$ cat src/long_sleep_regs.vh
`ifndef LONG_SLEEP_REGS_VH
`define LONG_SLEEP_REGS_VH

// ****************************************
// Register offsets
// ****************************************
`define REG_CTRL 8'h00
`define REG_LIMIT 8'h04
`define REG_DFLT 8'h08
`define REG_STATUS 8'h0C

// ****************************************
// Control fields and reset values
// ****************************************
`define CTRL_ENABLE 0
`define CTRL_DENY_ALL 1
`define CTRL_AUX_LO 4
`define CTRL_AUX_HI 6
`define CTRL_UPD_MODE 7
`define CTRL_CAUSE_LO 8
`define CTRL_CAUSE_HI 11
`define CTRL_RESET 32'h000000B1
`define LIMIT_RESET 16'h0F00
`define DFLT_RESET 16'h0010
`define AUX_MIN 3'h3

// ****************************************
// Message layout
// ****************************************
`define TYPE_ONE_SHOT 3'h0
`define TYPE_REPEAT 3'h1
`define TYPE_CANCEL 3'h2
`define SPAN_STANDBY 16'hFFFF
`define SPAN_ONE_CYCLE 16'h0010
`define MSG_OCTETS 3'h5

// ****************************************
// Denial causes
// ****************************************
`define CAUSE_NONE 4'h0
`define CAUSE_TOO_LONG 4'h1
`define CAUSE_TOO_SHORT 4'h2
`define CAUSE_SCHED_FAIL 4'h3
`define CAUSE_SCHED_RETRY 4'h4
`define CAUSE_TOPO_FAIL 4'h5
`define CAUSE_TOPO_RETRY 4'h6

// ****************************************
// Node phases
// ****************************************
`define PH_IDLE 2'h0
`define PH_WAIT 2'h1
`define PH_SLEEP 2'h2
`define PH_AWAKE 2'h3

`endif

$ cat src/span_check.v
`timescale 1ns/1ps
`include "long_sleep_regs.vh"

module span_check (
    // Span under test
    input wire [15:0] span_i,
    input wire [15:0] limit_i,
    input wire allow_standby_i,
    // Verdict
    output reg ok_o,
    output reg [3:0] cause_o
);

always @* begin
    ok_o = 1'b0;
    cause_o = `CAUSE_NONE;
    if (span_i == 16'h0000) begin
        ok_o = 1'b1;
    end else if (allow_standby_i && span_i == `SPAN_STANDBY) begin
        ok_o = 1'b1;
    end else if (span_i < `SPAN_ONE_CYCLE) begin
        cause_o = `CAUSE_TOO_SHORT;
    end else if (span_i > limit_i) begin
        cause_o = `CAUSE_TOO_LONG;
    end else if (span_i[3:0] != 4'h0) begin
        // Partial cycles cannot end on a MAC cycle boundary
        cause_o = `CAUSE_SCHED_FAIL;
    end else begin
        ok_o = 1'b1;
    end
end

endmodule // span_check

$ cat src/long_sleep_sched.v
`timescale 1ns/1ps
`include "long_sleep_regs.vh"

module long_sleep_sched (
    // Clock and reset
    input wire clk_i,
    input wire rst_i,
    // Wishbone slave
    input wire wb_cyc_i,
    input wire wb_stb_i,
    input wire wb_we_i,
    input wire [7:0] wb_adr_i,
    input wire [3:0] wb_sel_i,
    input wire [31:0] wb_dat_i,
    output reg [31:0] wb_dat_o,
    output reg wb_ack_o,
    // Long sleep request payload, one octet per beat
    input wire msg_valid_i,
    input wire [7:0] msg_byte_i,
    input wire msg_last_i,
    output wire msg_ready_o,
    // MAC cycle start on the transmit clock
    input wire mac_tick_i,
    // Schedule announcement
    output reg ann_valid_o,
    output reg [2:0] ann_type_o,
    output reg [15:0] ann_start_o,
    output reg [15:0] ann_inact_o,
    output reg [15:0] ann_awake_o,
    output reg [2:0] ann_aux_valid_o,
    output reg ann_update_mode_o,
    // Long sleep denial
    output reg deny_valid_o,
    output reg [7:0] deny_octet_o,
    // Default sleep cycle
    output reg [15:0] dflt_cycle_o,
    output reg [15:0] dflt_next_o,
    // Tracked node state
    output reg node_asleep_o,
    output reg node_standby_o
);

localparam ST_COLLECT = 2'h0;
localparam ST_CHECK = 2'h1;
localparam ST_EMIT = 2'h2;

// ****************************************
// Registers of the software interface
// ****************************************
reg [31:0] ctrl_r;
reg [15:0] limit_r;
reg [15:0] dflt_len_r;
reg [3:0] last_cause_r;
reg denied_r;
reg [15:0] mac_count_r;

// ****************************************
// Request assembly and decision
// ****************************************
reg [1:0] state_r;
reg [2:0] idx_r;
reg [7:0] type_oct_r;
reg [15:0] inact_r;
reg [15:0] awake_r;
reg short_r;
reg accept_r;
reg [3:0] cause_r;

// ****************************************
// Node tracking
// ****************************************
reg [1:0] phase_r;
reg [15:0] lead_r;
reg [11:0] rem_r;
reg [2:0] sch_type_r;
reg [11:0] sch_inact_r;
reg [11:0] sch_awake_r;
reg sch_standby_r;

// ****************************************
// Decision helpers
// ****************************************
wire in_ok;
wire [3:0] in_cause;
wire aw_ok;
wire [3:0] aw_cause;
wire [2:0] req_type;
wire [2:0] aux_cnt;
wire upd_mode;
wire [15:0] lead_cycles;
wire wb_req;
wire [3:0] forced_cause;

assign req_type = type_oct_r[2:0];
assign aux_cnt = (ctrl_r[`CTRL_AUX_HI:`CTRL_AUX_LO] < `AUX_MIN) ? `AUX_MIN : ctrl_r[`CTRL_AUX_HI:`CTRL_AUX_LO];
assign upd_mode = ctrl_r[`CTRL_UPD_MODE];
// Validity counter delays the switch by its count, immediate by one cycle
// Sleep never starts in the current cycle, so its exchanges can finish
assign lead_cycles = upd_mode ? {13'h0000, aux_cnt} : 16'h0001;
assign msg_ready_o = (state_r == ST_COLLECT);
assign wb_req = wb_cyc_i && wb_stb_i && !wb_ack_o;
// Codes beyond the defined set would leave the node guessing
assign forced_cause = (ctrl_r[`CTRL_CAUSE_HI:`CTRL_CAUSE_LO] > `CAUSE_TOPO_RETRY) ? `CAUSE_NONE :
    ctrl_r[`CTRL_CAUSE_HI:`CTRL_CAUSE_LO];

span_check u_inact_check (
    .span_i(inact_r),
    .limit_i(limit_r),
    .allow_standby_i(1'b1),
    .ok_o(in_ok),
    .cause_o(in_cause)
);

// Awake span has no standby meaning and no re-registration bound
span_check u_awake_check (
    .span_i(awake_r),
    .limit_i(16'hFFFE),
    .allow_standby_i(1'b0),
    .ok_o(aw_ok),
    .cause_o(aw_cause)
);

// ****************************************
// Wishbone slave
// ****************************************
always @(posedge clk_i) begin
    if (rst_i) begin
        wb_ack_o <= 1'b0;
        wb_dat_o <= 32'h00000000;
        ctrl_r <= `CTRL_RESET;
        limit_r <= `LIMIT_RESET;
        dflt_len_r <= `DFLT_RESET;
    end else begin
        // Registered ack: at most one access every two cycles
        wb_ack_o <= wb_req;
        if (wb_req) begin
            wb_dat_o <= 32'h00000000;
            if (wb_adr_i == `REG_CTRL) begin
                wb_dat_o <= ctrl_r;
                if (wb_we_i) begin
                    if (wb_sel_i[0]) ctrl_r[7:0] <= wb_dat_i[7:0];
                    if (wb_sel_i[1]) ctrl_r[15:8] <= {4'h0, wb_dat_i[11:8]};
                end
            end else if (wb_adr_i == `REG_LIMIT) begin
                wb_dat_o <= {16'h0000, limit_r};
                if (wb_we_i && wb_sel_i[0]) limit_r[7:0] <= wb_dat_i[7:0];
                if (wb_we_i && wb_sel_i[1]) limit_r[15:8] <= wb_dat_i[15:8];
            end else if (wb_adr_i == `REG_DFLT) begin
                wb_dat_o <= {16'h0000, dflt_len_r};
                if (wb_we_i && wb_sel_i[0]) dflt_len_r[7:0] <= wb_dat_i[7:0];
                if (wb_we_i && wb_sel_i[1]) dflt_len_r[15:8] <= wb_dat_i[15:8];
            end else if (wb_adr_i == `REG_STATUS) begin
                wb_dat_o <= {4'h0, rem_r, 9'h000, denied_r, last_cause_r, phase_r};
            end
        end
    end
end

// ****************************************
// Default sleep cycle on the transmit clock
// ****************************************
always @(posedge clk_i) begin
    if (rst_i) begin
        mac_count_r <= 16'h0000;
        dflt_cycle_o <= `DFLT_RESET;
        dflt_next_o <= `DFLT_RESET;
    end else begin
        dflt_cycle_o <= dflt_len_r;
        if (mac_tick_i) begin
            // Start times compare by difference, so a wrap is harmless
            mac_count_r <= mac_count_r + 16'h0001;
            if (dflt_next_o <= 16'h0001) begin
                dflt_next_o <= dflt_len_r;
            end else begin
                dflt_next_o <= dflt_next_o - 16'h0001;
            end
        end
    end
end

// ****************************************
// Request collection, check and reply
// ****************************************
always @(posedge clk_i) begin
    if (rst_i) begin
        state_r <= ST_COLLECT;
        idx_r <= 3'h0;
        type_oct_r <= 8'h00;
        inact_r <= 16'h0000;
        awake_r <= 16'h0000;
        short_r <= 1'b0;
        accept_r <= 1'b0;
        cause_r <= `CAUSE_NONE;
        last_cause_r <= `CAUSE_NONE;
        denied_r <= 1'b0;
        ann_valid_o <= 1'b0;
        ann_type_o <= `TYPE_ONE_SHOT;
        ann_start_o <= 16'h0000;
        ann_inact_o <= 16'h0000;
        ann_awake_o <= 16'h0000;
        ann_aux_valid_o <= 3'h0;
        ann_update_mode_o <= 1'b0;
        deny_valid_o <= 1'b0;
        deny_octet_o <= 8'h00;
    end else begin
        ann_valid_o <= 1'b0;
        deny_valid_o <= 1'b0;
        case (state_r)
            ST_COLLECT: begin
                if (msg_valid_i && ctrl_r[`CTRL_ENABLE]) begin
                    if (idx_r == 3'h0) type_oct_r <= msg_byte_i;
                    if (idx_r == 3'h1) inact_r[7:0] <= msg_byte_i;
                    if (idx_r == 3'h2) inact_r[15:8] <= msg_byte_i;
                    if (idx_r == 3'h3) awake_r[7:0] <= msg_byte_i;
                    if (idx_r == 3'h4) awake_r[15:8] <= msg_byte_i;
                    // Octets past the fifth are dropped
                    if (idx_r < `MSG_OCTETS) idx_r <= idx_r + 3'h1;
                    if (msg_last_i) begin
                        short_r <= (idx_r < (`MSG_OCTETS - 3'h1));
                        idx_r <= 3'h0;
                        state_r <= ST_CHECK;
                    end
                end
            end
            ST_CHECK: begin
                accept_r <= 1'b0;
                cause_r <= `CAUSE_NONE;
                // First failing check decides the cause
                if (short_r) begin
                    cause_r <= `CAUSE_NONE;
                end else if (ctrl_r[`CTRL_DENY_ALL]) begin
                    cause_r <= forced_cause;
                end else if (req_type == `TYPE_CANCEL) begin
                    accept_r <= 1'b1;
                end else if (req_type != `TYPE_ONE_SHOT && req_type != `TYPE_REPEAT) begin
                    cause_r <= `CAUSE_NONE;
                end else if (inact_r == 16'h0000) begin
                    cause_r <= `CAUSE_TOO_SHORT;
                end else if (!in_ok) begin
                    cause_r <= in_cause;
                end else if (req_type == `TYPE_REPEAT && (awake_r == 16'h0000 || !aw_ok)) begin
                    cause_r <= (awake_r == 16'h0000) ? `CAUSE_TOO_SHORT : aw_cause;
                end else if (req_type == `TYPE_REPEAT && inact_r == `SPAN_STANDBY) begin
                    cause_r <= `CAUSE_SCHED_FAIL;
                end else begin
                    accept_r <= 1'b1;
                end
                state_r <= ST_EMIT;
            end
            ST_EMIT: begin
                if (accept_r) begin
                    ann_valid_o <= 1'b1;
                    ann_type_o <= req_type;
                    ann_start_o <= mac_count_r + lead_cycles;
                    ann_inact_o <= (req_type == `TYPE_CANCEL) ? 16'h0000 : inact_r;
                    ann_awake_o <= (req_type == `TYPE_REPEAT) ? awake_r : 16'h0000;
                    ann_aux_valid_o <= upd_mode ? aux_cnt : 3'h0;
                    ann_update_mode_o <= upd_mode;
                end else begin
                    deny_valid_o <= 1'b1;
                    deny_octet_o <= {4'h0, cause_r};
                    last_cause_r <= cause_r;
                    denied_r <= 1'b1;
                end
                state_r <= ST_COLLECT;
            end
            default: begin
                state_r <= ST_COLLECT;
            end
        endcase
    end
end

// ****************************************
// Node phase tracking
// ****************************************
always @(posedge clk_i) begin
    if (rst_i) begin
        phase_r <= `PH_IDLE;
        lead_r <= 16'h0000;
        rem_r <= 12'h000;
        sch_type_r <= `TYPE_ONE_SHOT;
        sch_inact_r <= 12'h000;
        sch_awake_r <= 12'h000;
        sch_standby_r <= 1'b0;
        node_asleep_o <= 1'b0;
        node_standby_o <= 1'b0;
    end else begin
        if (mac_tick_i) begin
            // Every phase change in this case lands on a MAC cycle start; an announcement below changes the phase at once
            case (phase_r)
                `PH_WAIT: begin
                    if (lead_r <= 16'h0001) begin
                        phase_r <= `PH_SLEEP;
                        rem_r <= sch_inact_r;
                    end else begin
                        lead_r <= lead_r - 16'h0001;
                    end
                end
                `PH_SLEEP: begin
                    if (!sch_standby_r && rem_r <= 12'h001) begin
                        if (sch_type_r == `TYPE_REPEAT) begin
                            phase_r <= `PH_AWAKE;
                            rem_r <= sch_awake_r;
                        end else begin
                            phase_r <= `PH_IDLE;
                            rem_r <= 12'h000;
                        end
                    end else if (!sch_standby_r) begin
                        rem_r <= rem_r - 12'h001;
                    end
                end
                `PH_AWAKE: begin
                    if (rem_r <= 12'h001) begin
                        phase_r <= `PH_SLEEP;
                        rem_r <= sch_inact_r;
                    end else begin
                        rem_r <= rem_r - 12'h001;
                    end
                end
                default: begin
                    phase_r <= `PH_IDLE;
                end
            endcase
        end
        // A new announcement replaces whatever was running
        if (ann_valid_o) begin
            sch_type_r <= ann_type_o;
            // Accepted spans are whole cycles, so the sixteenths are dropped
            sch_inact_r <= ann_inact_o[15:4];
            sch_awake_r <= ann_awake_o[15:4];
            sch_standby_r <= (ann_inact_o == `SPAN_STANDBY);
            lead_r <= ann_start_o - mac_count_r;
            rem_r <= 12'h000;
            phase_r <= (ann_type_o == `TYPE_CANCEL) ? `PH_IDLE : `PH_WAIT;
        end
        node_asleep_o <= (phase_r == `PH_SLEEP);
        // Standby lasts until the controller announces again
        node_standby_o <= (phase_r == `PH_SLEEP) && sch_standby_r;
    end
end

endmodule // long_sleep_sched

$ cat config.mk
export PLATFORM = sky130hd
export DESIGN_NAME = long_sleep_sched
export DESIGN_NICKNAME = d
export VERILOG_FILES = /design/src/span_check.v /design/src/long_sleep_sched.v
export VERILOG_INCLUDE_DIRS = /design/src
export SDC_FILE = /design/constraint.sdc
export NUM_CORES = 1
export LEC_CHECK = 0
export BUFFER_PORTS_ARGS = -buffer_cell sky130_fd_sc_hd__buf_2
export CAP_MARGIN = 10
export CORE_MARGIN = 1
export CORE_UTILIZATION = 40
export CTS_BUF_LIST = sky130_fd_sc_hd__clkbuf_8
export CTS_CLUSTER_SIZE = 10
export DETAILED_ROUTE_END_ITERATION = 7
export PLACE_DENSITY = 0.58
export SLEW_MARGIN = 5
export SYNTH_ARGS = -nofsm -noshare
export SYNTH_HDL_FRONTEND = slang
export SYNTH_SLANG_ARGS = --single-unit
$ cat constraint.sdc
create_clock -name clk_i -period 3.1 [get_ports clk_i]
set_input_delay 0.62 -clock clk_i [delete_from_list [all_inputs] [get_ports clk_i]]
set_output_delay 0.62 -clock clk_i [all_outputs]
set_load 0.1 [all_outputs]
* Word-level counts from Yosys, hierarchy flattened
Index checks and enable logic that the tools add are counted.
** Operators by class
- Muxes and demuxes :: 69
- Bitwise operators :: 4
- Reduce and logical (&&, ||, !) cells :: 47
- Add/sub/neg operators :: 7
- $lt $le $gt $ge :: 11
- Eq/ne operators :: 27
** Operator list (number)
- $mux 16 :: 7
- $mux 28 :: 4
- $mux 12 :: 5
- $mux 4 :: 14
- $pmux 12 s3 :: 1
- $eq 16x16->1 const B :: 2
- $le 16x1->1 const B :: 2
- $logic_not 16->1 :: 2
- $lt 16x5->1 const B :: 2
- $sub 16x1->16 const B :: 2
- $reduce_and 3->1 :: 8
- $reduce_and 4->1 :: 6
- $mux 2 :: 11
- $mux 1 :: 20
- $add 16x1->16 const B :: 1
- $add 16x3->16 :: 1
- $eq 8x4->1 const B :: 2
- $gt 16x16->1 :: 1
- $gt 16x16->1 const B :: 1
- $sub 16x16->16 :: 1
- $mux 3 :: 5
- $eq 3x2->1 const B :: 4
- $le 12x1->1 const B :: 1
- $ne 3x3->1 const B :: 4
- 28 further kinds :: 58
** Word-level totals
- Input bits :: 60
- Output and inout port bits :: 133
- Bits in registers :: 293
- Logic and storage cells :: 205

* Longest topological paths before layout
Gate-level depths: netlist of the first run.
- Word-level depth :: 15
- Mapped depth :: 11
- Gate-level depth less buffers :: 11

* Hierarchy
A second synthesis of the first run with hierarchy kept.
** Unflattened totals
- Cell total of the unflattened synthesis :: 1646
- Area total of the unflattened synthesis :: 14029.7 um^2
** Modules (own cells, without submodules)
- long_sleep_sched :: seq. area each 5785.5 um^2, area an instance 12931.2 um^2, times used 1, cells an instance 1490
- span_check :: seq. area each 0.0 um^2, area an instance 549.3 um^2, times used 2, cells an instance 78

* Worst setup path before layout of the first run
OpenSTA, ideal clock, no wires.
- Path type :: register to register
- Start :: reg state_r[0]
- End :: reg awake_r[15]
- Buffers on the path :: 2
- Stages on the path, launching flop included :: 8
- Required time :: 2.972 ns
- Slack :: 0.082 ns
- Data arrival time :: 2.891 ns
- Clock period less this slack :: 3.018 ns
- Setup time :: 0.128 ns
- Cell sequence :: dfxtp_1 nor2_1 and3_1 clkbuf_1 and3_1 clkbuf_1 mux2i_1 nor2_1
** Between the ends
- Cells in the longest elaborated chain, start to end :: 2
** RTL lines
- from (decl) :: line long_sleep_sched.v:60 : reg [1:0] state_r;
- from (signal assigned) :: line long_sleep_sched.v:186 : state_r <= ST_COLLECT;
- from (signal assigned) :: line long_sleep_sched.v:221 : state_r <= ST_CHECK;
- from (signal assigned) :: line long_sleep_sched.v:248 : state_r <= ST_EMIT;
- $logic_not 2->1
- net msg_ready_o :: line long_sleep_sched.v:21 : output wire msg_ready_o,
- $reduce_and 3->1 (no source line)
- to (signal assigned) :: line long_sleep_sched.v:215 : if (idx_r == 3'h4) awake_r[15:8] <= msg_byte_i;
- to (decl) :: line long_sleep_sched.v:64 : reg [15:0] awake_r;
The timed path passes the listed nets, and every way through them passes these cells.
A chain may end at the register's enable or synchronous reset.

* Worst setup path in the final report of the first run
- Start :: reg dflt_next_o[8]
- End :: reg dflt_next_o[8]
** Between the ends
- Cells in the longest elaborated chain, start to end :: 2
- Elaborated cells between the ends (all ways) :: 3
- Classes of those cells :: 1 x add/sub; 1 x order compare; 1 x mux
** RTL lines
- from (decl) :: line long_sleep_sched.v:37 : output reg [15:0] dflt_next_o,
- from (signal assigned) :: line long_sleep_sched.v:166 : dflt_next_o <= `DFLT_RESET;
- from (signal assigned) :: line long_sleep_sched.v:173 : dflt_next_o <= dflt_len_r;
- from (signal assigned) :: line long_sleep_sched.v:175 : dflt_next_o <= dflt_next_o - 16'h0001;
- $sub 16x1->16 or $le 16x1->1 (tied branches) :: line long_sleep_sched.v:175, long_sleep_sched.v:172
- $mux 16 * :: line long_sleep_sched.v:172 : if (dflt_next_o <= 16'h0001) begin
Every way passes the cells marked *; elsewhere a longest branch is shown, timed or not.

==> results.json, run 1 <==
{
  "run_status": "completed",
  "worst_slew_pin_slew_ns": 0.9885,
  "dp_slack_ns": 0.4356,
  "syn_avg_cell_area_um2": 8.545,
  "ctsHoldBuffers": 0,
  "synth_area_leader_cell": "sky130_fd_sc_hd__dfxtp_1",
  "switching_share_pct": 27.80,
  "intPower_mw": 5.759,
  "die-height_um": 185.8,
  "synth_top_cell_area_share_pct": 42.80,
  "finalInstanceArea_mm2": 0.01576,
  "cts_setup_buffers": 0,
  "post_route_cells_drive_above_1_share_pct": 16.47,
  "antenna_found_initial": 5,
  "critical_path.cell_chain": "or4_4, or3_4, or4_4, mux2_4, a22oi_1, nor2_1",
  "power.clock.fraction_pct": 42.3,
  "timing.slew.headroom_pct": 33.96,
  "max_ffs_per_register": 28,
  "netlist_area_mm2": 0.01352,
  "clkTransAtPathRegs_ns": 0.06,
  "critical_path_source_type": "flop",
  "synth_common_cells": "sky130_fd_sc_hd__dfxtp_1 (289), sky130_fd_sc_hd__nor2_1 (234), sky130_fd_sc_hd__nand2_1 (111)",
  "critical_path_arrival_ns": 3.17,
  "io_pins": 193,
  "crit_fanout": 22,
  "critPathSlowestCell": "sky130_fd_sc_hd__or4_4",
  "tritoncts": "yes",
  "clock-skew-final_ns": 0.02546,
  "final_max_slew_viol_count": 0,
  "number_of_max_capacitance_violations_reported": 0,
  "setup_tns_ns": 0,
  "critPathTopFamily": "simple AND/OR/NAND/NOR gates",
  "hold_path.class": "input pin to flop",
  "synth_edf_count": 0,
  "yosys_register_bits": 289,
  "dpl.cell_count": 2130,
  "nets": 1848,
  "final_cells": 2225,
  "leakage_nw": 6.133,
  "largest_register": "wb_dat_o",
  "min-delay-start": "wb_dat_i[13]",
  "synth-main-ff-cell": "sky130_fd_sc_hd__dfxtp_1",
  "layout_min_cycle_time_ns": 2.701,
  "starting_density_of_the_core_pct": 41.13,
  "pwr_density_cell_mw_per_mm2": 506.3,
  "critical_path_class": "flop to flop",
  "drt_first_pass_iters": 7,
  "main_area_contributors_after_synthesis": "sky130_fd_sc_hd__dfxtp_1 (43%), sky130_fd_sc_hd__nor2_1 (6.5%), sky130_fd_sc_hd__mux2i_1 (5.7%)",
  "worst_slack_ns": 0.3990,
  "dp.final_hpwl_mm": 27.27,
  "yosysSeqAreaShare_pct": 42.80,
  "vias": 12170,
  "combPwrFrac_pct": 9.9,
  "die_width_um": 185.8,
  "critical_path_buf_inv_count": 0,
  "vdd_ir_drop_max_mv": 0.2656,
  "reg2reg_depth": 6,
  "ys_async_sr_fraction_pct": 0,
  "gp_congestion": 0.8943,
  "timing.final.crit_share_pct": 87.13,
  "multi_input_comb_area_mm2": 0.007094,
  "crit_path_max_incr_delay_ns": 0.65,
  "max_clk_rate_mhz": 370.2,
  "power_frac_seq_pct": 47.8,
  "std_cell_rows": 66,
  "r2r_end": "dflt_next_o[8]",
  "p_total_mw": 7.977,
  "cts_resized": 0,
  "worst_hold_path.num_cells": 3,
  "worst_ep_required_time_ns": 3.57,
  "rsz_0062_raised_after_global_routing": "false",
  "core_area_mm2": 0.03287,
  "clock_latency_ns": 0.60,
  "critical_path.reg2reg.startpoint": "dflt_next_o[8]",
  "switchingPower_mw": 2.218,
  "cpMostUsedCell": "sky130_fd_sc_hd__or4_4",
  "detailed_place.area_mm2": 0.01477,
  "grt_pass1_wl_mm": 60.33,
  "holdPathEnd": "dflt_len_r[13]",
  "synth.most_common_cell": "sky130_fd_sc_hd__dfxtp_1",
  "avgViaCountPerCell": 5.469,
  "cts_inserted_buffers": 50,
  "setup.worst_path.end_class": "flop",
  "avgRoutedWirePerCell_um": 17.28,
  "worst-r2r-setup-slack_ns": 0.40,
  "count_of_final_hold_check_violations": 0,
  "global_route.overflow_total": 0,
  "synth_warnings": 0,
  "cts_sinks": 289,
  "drtAntennaViolNets": 0,
  "remaining_drc_errors": 0,
  "timing.final.setup_violations": 0,
  "grtUsageTotal_pct": 21.99,
  "cts_htree_levels": 2,
  "first_global_vias": 11100,
  "placement.io_buffers": 166,
  "maximum_number_of_pins_on_one_net_before_global_route_repair": 123,
  "synth.lib_cells_used.distinct": 77,
  "final-seq-area_mm2": 0.005787,
  "root_buffer": "sky130_fd_sc_hd__clkbuf_8",
  "layout.filler_cells": 3290,
  "critPathLaunch": "dflt_next_o[8]",
  "detail_route.wirelength_mm": 38.45,
  "cts_buffer_depth": 3,
  "drt_iter0_markers": 822,
  "die_area_mm2": 0.03453,
  "postSynthCellCount": 1582,
  "syn_to_final_growth_pct": 16.56
}
## layout by cell type (no fill, tap or decap), types with 24 or more instances in the layout
cell type and count:
sky130_fd_sc_hd__inv_1 85, sky130_fd_sc_hd__nand3_1 42, sky130_fd_sc_hd__a22oi_1 57, sky130_fd_sc_hd__buf_4 32, sky130_fd_sc_hd__o21ai_0 62, sky130_fd_sc_hd__mux2i_1 77
sky130_fd_sc_hd__nor3_1 35, sky130_fd_sc_hd__ha_1 46, sky130_fd_sc_hd__nor2_1 234, sky130_fd_sc_hd__a221oi_1 25, sky130_fd_sc_hd__buf_2 165, sky130_fd_sc_hd__nor2b_1 33
sky130_fd_sc_hd__a211oi_1 27, sky130_fd_sc_hd__a21oi_1 92, sky130_fd_sc_hd__clkbuf_8 62, sky130_fd_sc_hd__xnor2_1 29, sky130_fd_sc_hd__nand2_1 111, sky130_fd_sc_hd__dfxtp_1 288
sky130_fd_sc_hd__nor4_1 24
## layout make-up
| class | count | area share [%] |
|---|---|---|
| Tap cell | 442 | 3.510 |
| Multi-Input combinational cell | 1136 | 45.02 |
| Timing Repair Buffer | 199 | 6.980 |
| Clock buffer | 61 | 5.328 |
| Sequential cell | 289 | 36.73 |
| Inverter | 64 | 1.525 |
| Antenna cell | 4 | 0.06353 |
| Clock inverter | 30 | 0.8417 |
## per-layer routing
metal	track usage, %	up-vias	part of all wire [%]
li1	-	5992	-
met1	30.17	5762	46
met2	34.64	346	45
met3	3.991	69	6.1
met4	7.279	0	2.5
met5	0	-	0
## stage by stage
stage | util (%) | hold WS (ns)
finish | 47.94 | 0.2692
global route | 47.92 | 0.2658
CTS | 47.91 | 0.2433
detailed placement | 44.95 | 0.4489
global placement | 44.95 | 0.4433
floorplan | - | 0.4295
## worst max-delay path by stage
stage	to	slack (ns)	cells past startpoint
global placement	dflt_next_o[8]	0.44	6
floorplan	awake_r[15]	0.08	7
detailed placement	dflt_next_o[8]	0.44	6
global route	dflt_next_o[2]	0.31	6
finish	dflt_next_o[8]	0.40	6
CTS	dflt_next_o[8]	0.42	6
## worst reg2reg max path: stages, from the launching register on
cell,delay [ns]
sky130_fd_sc_hd__dfxtp_1,0.38
sky130_fd_sc_hd__or4_4,0.58
sky130_fd_sc_hd__or3_4,0.38
sky130_fd_sc_hd__or4_4,0.65
sky130_fd_sc_hd__mux2_4,0.35
sky130_fd_sc_hd__a22oi_1,0.19
sky130_fd_sc_hd__nor2_1,0.05
## power by group through the flow
stage	logic (mW)	clock network (mW)	registers (mW)
CTS	0.788	3.45	3.81
finish	0.787	3.38	3.81
global route	0.852	3.63	3.82
detailed placement	0.784	0	3.89
floorplan	0.453	0	4.05
global placement	0.777	0	3.89
## kinds of logic (layout without fill, tap and decap cells)
kind of cell | Yosys count | in the layout | share of synthesized area (%)
xor gates and xnor gates | 39 | 39 | 2.527
AOI/OAI and AO/OA | 368 | 368 | 18.25
muxes | 80 | 80 | 6.007
DFF | 289 | 289 | 42.80
buffers and inverters | 164 | 354 | 4.961
and+or+nand+nor | 593 | 593 | 20.87
adders and majority gates | 48 | 48 | 4.554
other | 1 | 12 | 0.02774
(Power assumes the default switching activity.)
==> inputs of run 2 (changes only) <==
CORE_MARGIN = 5   (was 1)
==> results.json, run 2 (synthesized netlist as in run 1, its figures left out) <==
{
  "clock-skew-final_ns": 0.01925,
  "cts_resized": 0,
  "drt_first_pass_iters": 6,
  "cts_setup_buffers": 0,
  "crit_path_max_incr_delay_ns": 0.64,
  "cts_inserted_buffers": 51,
  "post_route_cells_drive_above_1_share_pct": 16.05,
  "placement.io_buffers": 166,
  "first_global_vias": 11520,
  "number_of_max_capacitance_violations_reported": 0,
  "global_route.overflow_total": 0,
  "p_total_mw": 7.919,
  "dpl.cell_count": 2132,
  "io_pins": 193,
  "std_cell_rows": 67,
  "vdd_ir_drop_max_mv": 0.3636,
  "remaining_drc_errors": 0,
  "power.clock.fraction_pct": 41.9,
  "nets": 1845,
  "power_frac_seq_pct": 48.1,
  "avgRoutedWirePerCell_um": 17.71,
  "setup.worst_path.end_class": "flop",
  "critical_path_arrival_ns": 3.14,
  "switching_share_pct": 27.47,
  "largest_register": "wb_dat_o",
  "leakage_nw": 6.091,
  "critical_path_source_type": "flop",
  "final_max_slew_viol_count": 0,
  "detail_route.wirelength_mm": 39.29,
  "timing.hold.ws_ns": 0.2968,
  "grt_pass1_wl_mm": 63.22,
  "run_status": "completed",
  "timing.final.setup_violations": 0,
  "layout_common_cells": "sky130_fd_sc_hd__dfxtp_1 (288), sky130_fd_sc_hd__nor2_1 (234), sky130_fd_sc_hd__buf_2 (165)",
  "clock_latency_ns": 0.59,
  "layout_min_cycle_time_ns": 2.686,
  "count_of_final_hold_check_violations": 0,
  "critical_path.cell_chain": "or4_4, or3_4, or4_4, mux2_4, a22oi_1, nor2_1",
  "switchingPower_mw": 2.176,
  "hold_path.class": "input pin to flop",
  "worst_ep_required_time_ns": 3.55,
  "critPathSlowestCell": "sky130_fd_sc_hd__or4_4",
  "grtUsageTotal_pct": 20.11,
  "setup_tns_ns": 0,
  "clkTransAtPathRegs_ns": 0.06,
  "avgViaCountPerCell": 5.463,
  "maximum_number_of_pins_on_one_net_before_global_route_repair": 120,
  "die_width_um": 193.8,
  "worst-r2r-setup-slack_ns": 0.41,
  "max_ffs_per_register": 28,
  "dp_slack_ns": 0.4403,
  "intPower_mw": 5.744,
  "starting_density_of_the_core_pct": 40.41,
  "worst_slew_pin_slew_ns": 1.215,
  "worst_slack_ns": 0.4145,
  "die_area_mm2": 0.03757,
  "detailed_place.area_mm2": 0.01475,
  "layout.filler_cells": 3280,
  "die-height_um": 193.8,
  "drtAntennaViolNets": 0,
  "vias": 12120,
  "combPwrFrac_pct": 9.9,
  "timing.final.crit_share_pct": 86.63,
  "finalInstanceArea_mm2": 0.01570,
  "antenna_found_initial": 2,
  "critical_path_class": "flop to flop",
  "mostFrequentLayoutCell": "sky130_fd_sc_hd__dfxtp_1",
  "core_area_mm2": 0.03345,
  "pwr_density_cell_mw_per_mm2": 504.5,
  "cts_htree_levels": 2,
  "cts_buffer_depth": 3,
  "dp.final_hpwl_mm": 28.26,
  "drt_iter0_markers": 712,
  "syn_to_final_growth_pct": 16.11,
  "rsz_0062_raised_after_global_routing": "false",
  "crit_fanout": 22,
  "root_buffer": "sky130_fd_sc_hd__clkbuf_8",
  "gp_congestion": 0.8639,
  "tritoncts": "yes",
  "ctsHoldBuffers": 0,
  "cpMostUsedCell": "sky130_fd_sc_hd__or4_4",
  "finish.utilization_pct": 46.93,
  "final_cells": 2218,
  "max_clk_rate_mhz": 372.4,
  "cts_sinks": 289,
  "timing.slew.headroom_pct": 18.70
}
## run 2: changes by cell type in the layout (fill, tap and decap cells not counted), sizes merged
cell | previous run | this run
clkinvlp | 1 | 0
clkinv | 7 | 2
diode | 4 | 1
buf | 198 | 194
## run 2: worst max-delay path, delay by kind of cell (launching register included)
family	cells	cell delay, ns
flops	1	0.38
simple gates	4	1.65
compound gates	1	0.18
mux	1	0.34
## run 2: power by group through the flow
stage | clock, mW | sequential (mW) | combinational [mW]
after global routing | 3.61 | 3.82 | 0.857
after detailed placement | 0 | 3.89 | 0.786
final | 3.32 | 3.81 | 0.786
after CTS | 3.42 | 3.81 | 0.789
after global placement | 0 | 3.89 | 0.780
after floorplan | 0 | 4.05 | 0.453
## run 2: cell type report
class	instances	area, µm²	share of cell area, %
clock inverters	24	102.6	0.6536
repair buffers	195	1070	6.815
well taps	448	560.5	3.571
multi-input cells	1136	7094	45.20
flip-flops and latches	289	5787	36.87
clock buffers	61	839.6	5.349
diodes	1	2.502	0.01594
inverters	64	240.2	1.530
## run 2: worst paths after layout
kind	startpoint	end	cells after the start
worst max-delay path	dflt_next_o[8]	dflt_next_o[8]	6
worst min-delay path	wb_dat_i[15]	dflt_len_r[15]	3
worst max register to register	dflt_next_o[8]	dflt_next_o[8]	6
worst min register to register	ann_aux_valid_o[0]	ann_aux_valid_o[0]	2
## run 2: layer usage
metal / up-vias / global-route usage, % / routed length [µm] / part of all wire (%)
li1: 5976 / - / - / -
met1: 5721 / 27.31 / 18020 / 46
met2: 352 / 32.32 / 17780 / 45
met3: 65 / 4.396 / 2402 / 6.1
met4: 4 / 5.964 / 1064 / 2.7
met5: - / 0 / 23 / 0.059
